$ cat src/logic/memmap_pkg.sv
// constants for the internal memory decoder, boot selection and flash protection
// assumes one system clock; APB register slave and flash array live next to it
// Function
// - before remap core SRAM decodes only at its own base and in the contiguous window
// - backup SRAM always decodes at its base
// - after remap core SRAM also aliases at address zero
// - core and backup SRAM appear as one contiguous 6 Kbyte range
// - ROM always mapped at its base, 12 Kbytes
// - flash always mapped at its base
// - before remap zero aliases flash if boot bit set, else ROM
// - two general bits: bit 0 security, bit 1 boot select, own commands
// - valid erase pin clears boot select bit
// - one lock bit per 8 Kbyte region of 32 pages
// - erase or program into locked region aborts and raises interrupt
// - set-lock sets a region bit, clear-lock clears it
// - valid erase pin clears every lock bit
// - security set refuses debug port and fast port flash access; full erase commands from either port still run
// - software only sets security; erase pin plus full erase clears it
// - calibration bits are fixed and untouched by erase pin
// - fast port accepts read, program, erase, full erase, lock, unlock, protect
// - 128-byte write buffer loaded 32 bits at a time; 256-byte pages
// - a register read returns the flash organisation descriptor
// - flash read 128 bits wide, presented as 32-bit words
// - erase pin debounced on slow clock: under 100 ms ignored, over 220 ms acts
package memmap_pkg;
  localparam logic [31:0] ZERO_BASE    = 32'h0000_0000;
  localparam logic [31:0] FLASH_BASE   = 32'h0010_0000;
  localparam logic [31:0] CORE_BASE    = 32'h0020_0000;
  localparam logic [31:0] BACKUP_BASE  = 32'h0030_0000;
  localparam logic [31:0] CONTIG_BASE  = 32'h002F_F000;
  localparam logic [31:0] ROM_BASE     = 32'h0040_0000;
  localparam logic [31:0] AREA_SIZE    = 32'h0010_0000;
  localparam logic [31:0] INT_LIMIT    = 32'h1000_0000;
  localparam logic [31:0] CORE_SIZE    = 32'h0000_1000;
  localparam logic [31:0] BACKUP_SIZE  = 32'h0000_0800;
  localparam logic [31:0] ROM_SIZE     = 32'h0000_3000;
  localparam logic [31:0] FLASH_SIZE   = 32'h0002_0000;
  localparam int          SLOW_HZ      = 32768;
  localparam int          ERASE_IGN_MS = 100;
  localparam int          ERASE_ACT_MS = 220;
  localparam int          ERASE_IGN_CYC = (SLOW_HZ * ERASE_IGN_MS) / 1000;
  localparam int          ERASE_ACT_CYC = (SLOW_HZ * ERASE_ACT_MS + 999) / 1000 + 1;
  localparam int          PAGE_BYTES   = 256;
  localparam int          REGION_PAGES = 32;
  localparam int          WBUF_WORDS   = 32;
  localparam int          SEC_BIT      = 0;
  localparam int          BOOT_BIT     = 1;
  // flash controller command codes
  localparam logic [3:0] CMD_NONE   = 4'h0;
  localparam logic [3:0] CMD_PROG   = 4'h1;
  localparam logic [3:0] CMD_ERASE  = 4'h2;
  localparam logic [3:0] CMD_FULL   = 4'h3;
  localparam logic [3:0] CMD_SLOCK  = 4'h4;
  localparam logic [3:0] CMD_CLOCK  = 4'h5;
  localparam logic [3:0] CMD_SGP    = 4'h6;
  localparam logic [3:0] CMD_CGP    = 4'h7;
  localparam logic [3:0] CMD_DESC   = 4'h8;
  localparam logic [3:0] CMD_READ   = 4'h9;
  // APB register offsets
  localparam logic [7:0] REG_CTRL   = 8'h00;
  localparam logic [7:0] REG_CMD    = 8'h04;
  localparam logic [7:0] REG_STATUS = 8'h08;
  localparam logic [7:0] REG_LOCK   = 8'h0C;
  localparam logic [7:0] REG_GPBITS = 8'h10;
  localparam logic [7:0] REG_DESC   = 8'h14;
  localparam logic [7:0] REG_WBUF   = 8'h18;
  localparam logic [7:0] REG_CAL    = 8'h1C;
  localparam int CMD_LSB  = 0;
  localparam int ARG_LSB  = 8;
  localparam int PORT_LSB = 24;
  // command source
  localparam logic [1:0] SRC_CPU  = 2'h0;
  localparam logic [1:0] SRC_ICE  = 2'h1;
  localparam logic [1:0] SRC_FAST = 2'h2;
  typedef enum logic [3:0] {
    SEL_NONE  = 4'b0001,
    SEL_ROM   = 4'b0010,
    SEL_FLASH = 4'b0100,
    SEL_SRAM  = 4'b1000
  } target_e;
endpackage : memmap_pkg
$ cat src/logic/memmap_boot_protect.sv
// internal memory decoder, remap, boot selection and flash protection policy
// assumes an APB master, a slow-clock enable pulse on the system clock, and the flash array behind
`timescale 1ns/100ps
module memmap_boot_protect
  import memmap_pkg::*;
#(
  parameter int           REGIONS     = 16,
  parameter int           PAGES       = 512,
  parameter logic [31:0]  CAL_DEFAULT = 32'h0000_0000
) (
  input  wire logic         clock,
  input  wire logic         rst,
  input  wire logic [31:0]  paddr,
  input  wire logic         psel,
  input  wire logic         penable,
  input  wire logic         pwrite,
  input  wire logic [31:0]  pwdata,
  output logic [31:0]       prdata,
  output logic              pready,
  output logic              pslverr,
  input  wire logic [31:0]  sys_addr,
  input  wire logic         sys_valid,
  output logic [3:0]        sys_target,
  output logic [31:0]       sys_offset,
  output logic              sys_abort,
  input  wire logic         slow_tick,
  input  wire logic         erase_pin,
  input  wire logic         test_mode_input,
  input  wire logic         external_clock_input,
  input  wire logic         force_wakeup_input,
  output logic              fast_mode,
  input  wire logic         ice_flash_req,
  output logic              ice_flash_deny,
  input  wire logic [127:0] array_rdata,
  output logic [31:0]       flash_rword,
  output logic              array_prog,
  output logic              array_erase,
  output logic              array_full_erase,
  output logic [8:0]        array_page,
  output logic              lock_irq
);
  localparam logic [31:0] DESC_WORD = {16'(PAGES), 8'(REGIONS), 8'(PAGE_BYTES / 32)};

  logic [REGIONS-1:0] lock_bits; // one bit per 8 Kbyte region
  logic [1:0]         general_nonvolatile_bit;
  logic               remapped;
  logic               lock_error;
  logic               sec_refused;
  logic [31:0]        wbuf [WBUF_WORDS];
  logic [31:0]        wbuf_last;
  logic [15:0]        erase_cnt;
  logic               erase_valid;
  logic               erase_seen;
  logic [31:0]        next_rdata;

  function automatic logic in_range(input logic [31:0] a, input logic [31:0] base, input logic [31:0] size);
    in_range = (a >= base) && (a < base + size);
  endfunction : in_range

  function automatic logic [3:0] region_of(input logic [8:0] page);
    region_of = 4'(page / 9'(REGION_PAGES));
  endfunction : region_of

  // address decode, registered
  always_ff @(posedge clock) begin
    if (rst) begin
      sys_target <= SEL_NONE;
      sys_offset <= 32'h0000_0000;
      sys_abort  <= 1'b0;
    end else begin
      sys_abort <= 1'b0;
      if (sys_valid) begin
        if (sys_addr < AREA_SIZE) begin
          sys_offset <= sys_addr;
          if (remapped) begin
            sys_target <= SEL_SRAM;
            sys_offset <= sys_addr + BACKUP_SIZE; // alias lands on the same store words as the core base
          end else if (general_nonvolatile_bit[BOOT_BIT]) begin
            sys_target <= SEL_FLASH;
          end else begin
            sys_target <= SEL_ROM;
          end
          if (remapped && !in_range(sys_addr, ZERO_BASE, CORE_SIZE)) begin
            sys_target <= SEL_NONE;
            sys_abort  <= 1'b1;
          end
        end else if (in_range(sys_addr, FLASH_BASE, FLASH_SIZE)) begin
          sys_target <= SEL_FLASH;
          sys_offset <= sys_addr - FLASH_BASE;
        end else if (in_range(sys_addr, CORE_BASE, CORE_SIZE)) begin
          sys_target <= SEL_SRAM;
          sys_offset <= sys_addr - CORE_BASE + BACKUP_SIZE;
        end else if (in_range(sys_addr, CONTIG_BASE, CORE_SIZE + BACKUP_SIZE)) begin
          // contiguous window: core then backup, both offsets into one 6 Kbyte store
          sys_target <= SEL_SRAM;
          sys_offset <= sys_addr - CONTIG_BASE + BACKUP_SIZE;
        end else if (in_range(sys_addr, BACKUP_BASE, BACKUP_SIZE)) begin
          sys_target <= SEL_SRAM;
          sys_offset <= sys_addr - BACKUP_BASE + CORE_SIZE + BACKUP_SIZE;
        end else if (in_range(sys_addr, ROM_BASE, ROM_SIZE)) begin
          sys_target <= SEL_ROM;
          sys_offset <= sys_addr - ROM_BASE;
        end else begin
          sys_target <= SEL_NONE;
          sys_offset <= 32'h0000_0000;
          sys_abort  <= (sys_addr < INT_LIMIT);
        end
      end
    end
  end

  // erase pin debounce counted in slow clock ticks
  always_ff @(posedge clock) begin
    if (rst) begin
      erase_cnt   <= 16'h0000;
      erase_valid <= 1'b0;
      erase_seen  <= 1'b0;
    end else begin
      erase_valid <= 1'b0;
      if (!erase_pin) begin
        erase_cnt  <= 16'h0000;
        erase_seen <= 1'b0;
      end else if (slow_tick && !erase_seen) begin
        erase_cnt <= erase_cnt + 16'h0001;
        if (erase_cnt >= 16'(ERASE_ACT_CYC - 1)) begin
          erase_valid <= 1'b1;
          erase_seen  <= 1'b1;
        end
      end
    end
  end

  // fast programming entry is a plain level decode of the straps
  always_ff @(posedge clock) begin
    if (rst) begin
      fast_mode <= 1'b0;
    end else begin
      fast_mode <= test_mode_input && external_clock_input && !force_wakeup_input;
    end
  end

  // debug port flash access refused while secured
  always_ff @(posedge clock) begin
    if (rst) begin
      ice_flash_deny <= 1'b0;
    end else begin
      ice_flash_deny <= ice_flash_req && general_nonvolatile_bit[SEC_BIT];
    end
  end

  // a refused transfer (upper address bits set) must not touch any register
  wire        apb_wr  = psel && penable && pwrite && (paddr[31:8] == 24'h000000);
  wire        apb_rd  = psel && penable && !pwrite && (paddr[31:8] == 24'h000000);
  wire        cmd_wr  = apb_wr && (paddr[7:0] == REG_CMD) && (paddr[31:8] == 24'h000000);
  wire [3:0]  cmd     = pwdata[CMD_LSB +: 4];
  wire [8:0]  cmd_arg = pwdata[ARG_LSB +: 9];
  wire [1:0]  cmd_src = pwdata[PORT_LSB +: 2];
  wire        secured = general_nonvolatile_bit[SEC_BIT];
  wire        src_ext = (cmd_src == SRC_ICE) || (cmd_src == SRC_FAST);
  wire        page_ok = 32'(cmd_arg) < 32'(PAGES);
  wire        locked  = page_ok && lock_bits[region_of(cmd_arg)];

  // command execution: protection, general bits, lock bits, array strobes
  always_ff @(posedge clock) begin
    if (rst) begin
      lock_bits               <= '0;
      general_nonvolatile_bit <= 2'b00;
      remapped                <= 1'b0;
      lock_error              <= 1'b0;
      sec_refused             <= 1'b0;
      lock_irq                <= 1'b0;
      array_prog              <= 1'b0;
      array_erase             <= 1'b0;
      array_full_erase        <= 1'b0;
      array_page              <= 9'h000;
    end else begin
      array_prog       <= 1'b0;
      array_erase      <= 1'b0;
      array_full_erase <= 1'b0;
      lock_irq         <= 1'b0;
      // status flags clear on status read; a same-cycle event wins below
      if (apb_rd && paddr[7:0] == REG_STATUS) begin
        lock_error  <= 1'b0;
        sec_refused <= 1'b0;
      end
      if (apb_wr && paddr[7:0] == REG_CTRL && pwdata[0]) begin
        remapped <= 1'b1;
      end
      if (cmd_wr) begin
        if (src_ext && secured && cmd != CMD_FULL) begin
          sec_refused <= 1'b1;
        end else begin
          case (cmd)
            CMD_PROG, CMD_ERASE: begin
              if (locked) begin
                lock_error <= 1'b1;
                lock_irq   <= 1'b1;
              end else if (page_ok) begin
                array_prog  <= (cmd == CMD_PROG);
                array_erase <= (cmd == CMD_ERASE);
                array_page  <= cmd_arg;
              end
            end
            CMD_FULL: begin
              if (|lock_bits) begin
                lock_error <= 1'b1;
                lock_irq   <= 1'b1;
              end else begin
                array_full_erase <= 1'b1;
                if (erase_pin) begin
                  general_nonvolatile_bit[SEC_BIT] <= 1'b0;
                end
              end
            end
            CMD_SLOCK: begin
              if (page_ok) begin
                lock_bits[region_of(cmd_arg)] <= 1'b1;
              end
            end
            CMD_CLOCK: begin
              if (page_ok) begin
                lock_bits[region_of(cmd_arg)] <= 1'b0;
              end
            end
            CMD_SGP: begin
              general_nonvolatile_bit[cmd_arg[0]] <= 1'b1;
            end
            CMD_CGP: begin
              if (cmd_arg[0] == 1'(BOOT_BIT)) begin
                general_nonvolatile_bit[BOOT_BIT] <= 1'b0;
              end
            end
            default: begin
            end
          endcase
        end
      end
      if (erase_valid) begin
        lock_bits                          <= '0;
        general_nonvolatile_bit[BOOT_BIT]  <= 1'b0;
      end
    end
  end

  // write buffer, loaded one 32-bit word per access
  always_ff @(posedge clock) begin
    if (rst) begin
      wbuf_last <= 32'h0000_0000;
    end else if (apb_wr && paddr[7:0] == REG_WBUF) begin
      wbuf[pwdata[31:27]] <= {5'h00, pwdata[26:0]};
      wbuf_last <= pwdata;
    end
  end

  // 128-bit array word narrowed by the low address bits
  always_ff @(posedge clock) begin
    if (rst) begin
      flash_rword <= 32'h0000_0000;
    end else begin
      flash_rword <= array_rdata[32 * sys_addr[3:2] +: 32];
    end
  end

  always_comb begin
    next_rdata = 32'h0000_0000;
    case (paddr[7:0])
      REG_CTRL:   next_rdata = {31'h0, remapped};
      REG_STATUS: next_rdata = {29'h0, sec_refused, lock_error, fast_mode};
      REG_LOCK:   next_rdata = 32'(lock_bits);
      REG_GPBITS: next_rdata = {30'h0, general_nonvolatile_bit};
      REG_DESC:   next_rdata = DESC_WORD;
      REG_WBUF:   next_rdata = wbuf_last;
      REG_CAL:    next_rdata = CAL_DEFAULT;
      default:    next_rdata = 32'h0000_0000;
    endcase
  end

  // APB slave: no wait state, data registered
  always_ff @(posedge clock) begin
    if (rst) begin
      pready  <= 1'b0;
      prdata  <= 32'h0000_0000;
      pslverr <= 1'b0;
    end else begin
      pready  <= psel && !penable;
      pslverr <= psel && !penable && (paddr[31:8] != 24'h000000 || paddr[7:0] > REG_CAL);
      prdata  <= next_rdata;
    end
  end
endmodule : memmap_boot_protect

$ cat config.mk
export PLATFORM = sky130hd
export DESIGN_NAME = memmap_boot_protect
export DESIGN_NICKNAME = d
export VERILOG_FILES = /design/src/logic/memmap_pkg.sv /design/src/logic/memmap_boot_protect.sv
export SDC_FILE = /design/constraint.sdc
export NUM_CORES = 1
export LEC_CHECK = 0
export BUFFER_PORTS_ARGS = -buffer_cell sky130_fd_sc_hd__buf_2
export CAP_MARGIN = 20
export CORE_MARGIN = 8
export CORE_UTILIZATION = 49
export DETAILED_ROUTE_END_ITERATION = 7
export GPL_ROUTABILITY_DRIVEN = 0
export PLACE_DENSITY = 0.8
export SYNTH_ARGS = -nofsm -noshare
export SYNTH_HDL_FRONTEND = slang
export SYNTH_SLANG_ARGS = --single-unit
$ cat constraint.sdc
create_clock -name clock -period 4 [get_ports clock]
set_clock_uncertainty 0.2 [all_clocks]
set_input_delay 0.8 -clock clock [delete_from_list [all_inputs] [get_ports clock]]
set_output_delay 0.8 -clock clock [all_outputs]
set_load 0.01 [all_outputs]
==> results.json <==
{
  "status": "complete, no violations",
  "cts_resized": 0,
  "postLayoutSetupSlackWorst_ns": 0.8035,
  "rsz0062_at_grt": "no",
  "yosysMostFrequentCell": "dfxtp_1",
  "hold_start": "erase_valid$_SDFF_PP0_",
  "htreeDepth": 4,
  "crit_required_ns": 4.17,
  "vias": 8926,
  "slew_violations": 0,
  "drt_iter0_markers": 752,
  "grt_pass1_wl_microns": 46460,
  "cts_hold_buffers": 0,
  "ys_types": 77,
  "cts_tree": "yes",
  "synthFlopType": "dfxtp_1",
  "crit_type": "in2reg",
  "grt_busiest_layer": "met2",
  "cts_buffers": 17,
  "crit_arrival_ns": 3.37,
  "synth_top_area_cell": "dfxtp_1",
  "nNetsFinal": 1544,
  "postCtsSetupRepairBufs": 0,
  "numClockSinks": 189,
  "postRouteAntennaNets": 0,
  "core_sq_um": 18020,
  "dp.cells": 1504,
  "period_share_pct": 79.91,
  "die_x_microns": 151.6,
  "grt_use_total_pct": 25.84,
  "drc": 0,
  "clkLatencyLatePin_ns": 0.44,
  "fin_util_pct": 63.97,
  "wl_microns": 30690,
  "yosys.area.top_type_share_pct": 42.02,
  "max_cap_violations": 0,
  "hpwl_microns": 24010,
  "power.total_mw": 4.110,
  "clk_pin_slew_worst_paths_ns": 0.08,
  "ys_top_cells_by_area": "dfxtp_1 (42%), mux4_2 (9.5%), nand2_1 (5.0%)",
  "grt_use_met3_pct": 7.306,
  "fmax_ghz": 0.3128,
  "cp-start-kind": "input port",
  "hold_viol": 0,
  "met2_usage_pct": 44.20,
  "via_per_inst": 5.804,
  "antenna_found_initial": 3,
  "yosysWarnings": 0,
  "hold_path_class": "reg2reg",
  "synth_edf_count": 0,
  "dieArea_sq_um": 22970,
  "worstSetupStartpoint": "sys_addr[19]",
  "ys_seq_elements": 189,
  "first_pass_iters": 5,
  "met1_usage_pct": 29.40,
  "seq_area_sq_um": 3784,
  "synthCells": 974,
  "synth.net_count": 1224,
  "reg2reg_depth": 6,
  "design_area_sq_um": 11530,
  "port_buffers": 353,
  "crit_path_max_fanout": 12,
  "peakVddDrop_mv": 0.3204,
  "syn_avg_cell_area_sq_um": 9.245,
  "grt_overflow_total": 0,
  "setup_tns_ns": 0,
  "die_h_microns": 151.6,
  "maxSlewHeadroom_pct": 55.18,
  "hold_ws_ns": 0.2305,
  "synth_common_cells": "dfxtp_1 (189), nand2_1 (121), nor2_1 (74), a21oi_1 (69), clkbuf_1 (56)",
  "tightest_slew_ns": 0.6705,
  "syn_area_sq_um": 9005,
  "period_needed_ns": 3.197,
  "hold_depth": 1,
  "first_global_vias": 8878,
  "async_flop_share_pct": 0,
  "grt_max_degree": 62,
  "fillerInstances": 1480,
  "root_buffer": "clkbuf_16",
  "post_dp_cell_area_sq_um": 10900,
  "setup_viol": 0,
  "initial_utilization_pct": 49.96,
  "cts.path.max_buffers": 2,
  "dp_slack_ns": 0.4425,
  "multi_input_area_sq_um": 4887,
  "drive_above_1_share_pct": 35.65,
  "synthToLayoutAreaGrowth_pct": 28.04,
  "power_density_nw_per_um2": 356.4,
  "leakagePower_nw": 4.858,
  "io_pins": 354,
  "avgRoutedWirePerCell_microns": 19.96,
  "final_cells": 1538,
  "worstSetupEndpointType": "flop",
  "rows": 49,
  "ys_seq_area_share_pct": 42.02
}
## cell type report
cell class,instances,share of cell area [%]
Tap cell,229,2.485
Inverter,14,0.4558
Clock buffer,18,3.809
Multi-Input combinational cell,703,42.39
Timing Repair Buffer,369,16.42
Antenna cell,2,0.04341
Sequential cell,189,32.82
Clock inverter,14,1.584
## report_power, final
group	switching [mW]	total [mW]	internal (mW)
clock network	0.852	1.73	0.876
registers	0.0112	1.92	1.91
logic	0.241	0.457	0.216
total	1.10	4.11	3.01
## cells in the final DEF, fill, tap and decap left out, types with 4 or more instances in the layout
| master | n |
|---|---|
| nor2_1 | 74 |
| a22o_1 | 11 |
| o21a_1 | 5 |
| or4_1 | 5 |
| a31oi_1 | 12 |
| o21ai_0 | 20 |
| nor3_1 | 29 |
| a21o_1 | 4 |
| a21oi_1 | 69 |
| buf_4 | 16 |
| buf_2 | 352 |
| clkbuf_16 | 17 |
| ha_1 | 14 |
| and3_1 | 10 |
| a22oi_1 | 14 |
| nand3_1 | 31 |
| and2_1 | 25 |
| o311ai_0 | 4 |
| inv_1 | 14 |
| dfxtp_1 | 189 |
| nand2_1 | 121 |
| o31ai_1 | 10 |
| nand2b_1 | 7 |
| nand4_1 | 8 |
| o211ai_1 | 12 |
| xor2_1 | 18 |
| inv_6 | 4 |
| xnor2_1 | 15 |
| nor2b_1 | 40 |
| mux4_2 | 38 |
| a311oi_1 | 4 |
| clkinv_8 | 5 |
| a211oi_1 | 5 |
| mux2i_1 | 10 |
| nor4_1 | 18 |
| nand3b_1 | 4 |
## registers in the layout, indices dropped and copies added, names as in the netlist, 2 cells and up, named ones only
signal and count:
array_page 9, erase_cnt 16, flash_rword 32, general_nonvolatile_bit 2, prdata 32, sys_offset 32, sys_target 4, wbuf_last 32
## cells by family after synthesis
family / after synthesis / synth area share [%]
buf+inv: 82 / 3.710
compound gates: 209 / 15.78
flops: 189 / 42.02
simple gates: 398 / 22.59
xor+xnor: 33 / 3.210
mux: 49 / 10.74
fa+ha+maj: 14 / 1.945
## worst paths after layout
check	endpoint	slack, ns
worst min-delay path	general_nonvolatile_bit[1]$_SDFFE_PP0P_	0.23
worst max register to register	array_page[3]$_SDFFE_PP0P_	1.53
worst min register to register	general_nonvolatile_bit[1]$_SDFFE_PP0P_	0.23
worst max-delay path	sys_offset[5]$_SDFFE_PP0P_	0.80
## per-layer routing
| layer | part of all wire [%] | vias up |
|---|---|---|
| li1 | - | 4166 |
| met1 | 37 | 4124 |
| met2 | 48 | 542 |
| met3 | 11 | 92 |
| met4 | 3.8 | 2 |
| met5 | 0.033 | - |
## worst max-delay path: stages
cell       delay [ns]
buf_2            0.17
or4_4            0.58
a2111oi_0        0.57
o2111a_1         0.33
a21oi_2          0.13
a31oi_2          0.56
a22o_1           0.23
(Power assumes the default switching activity.)
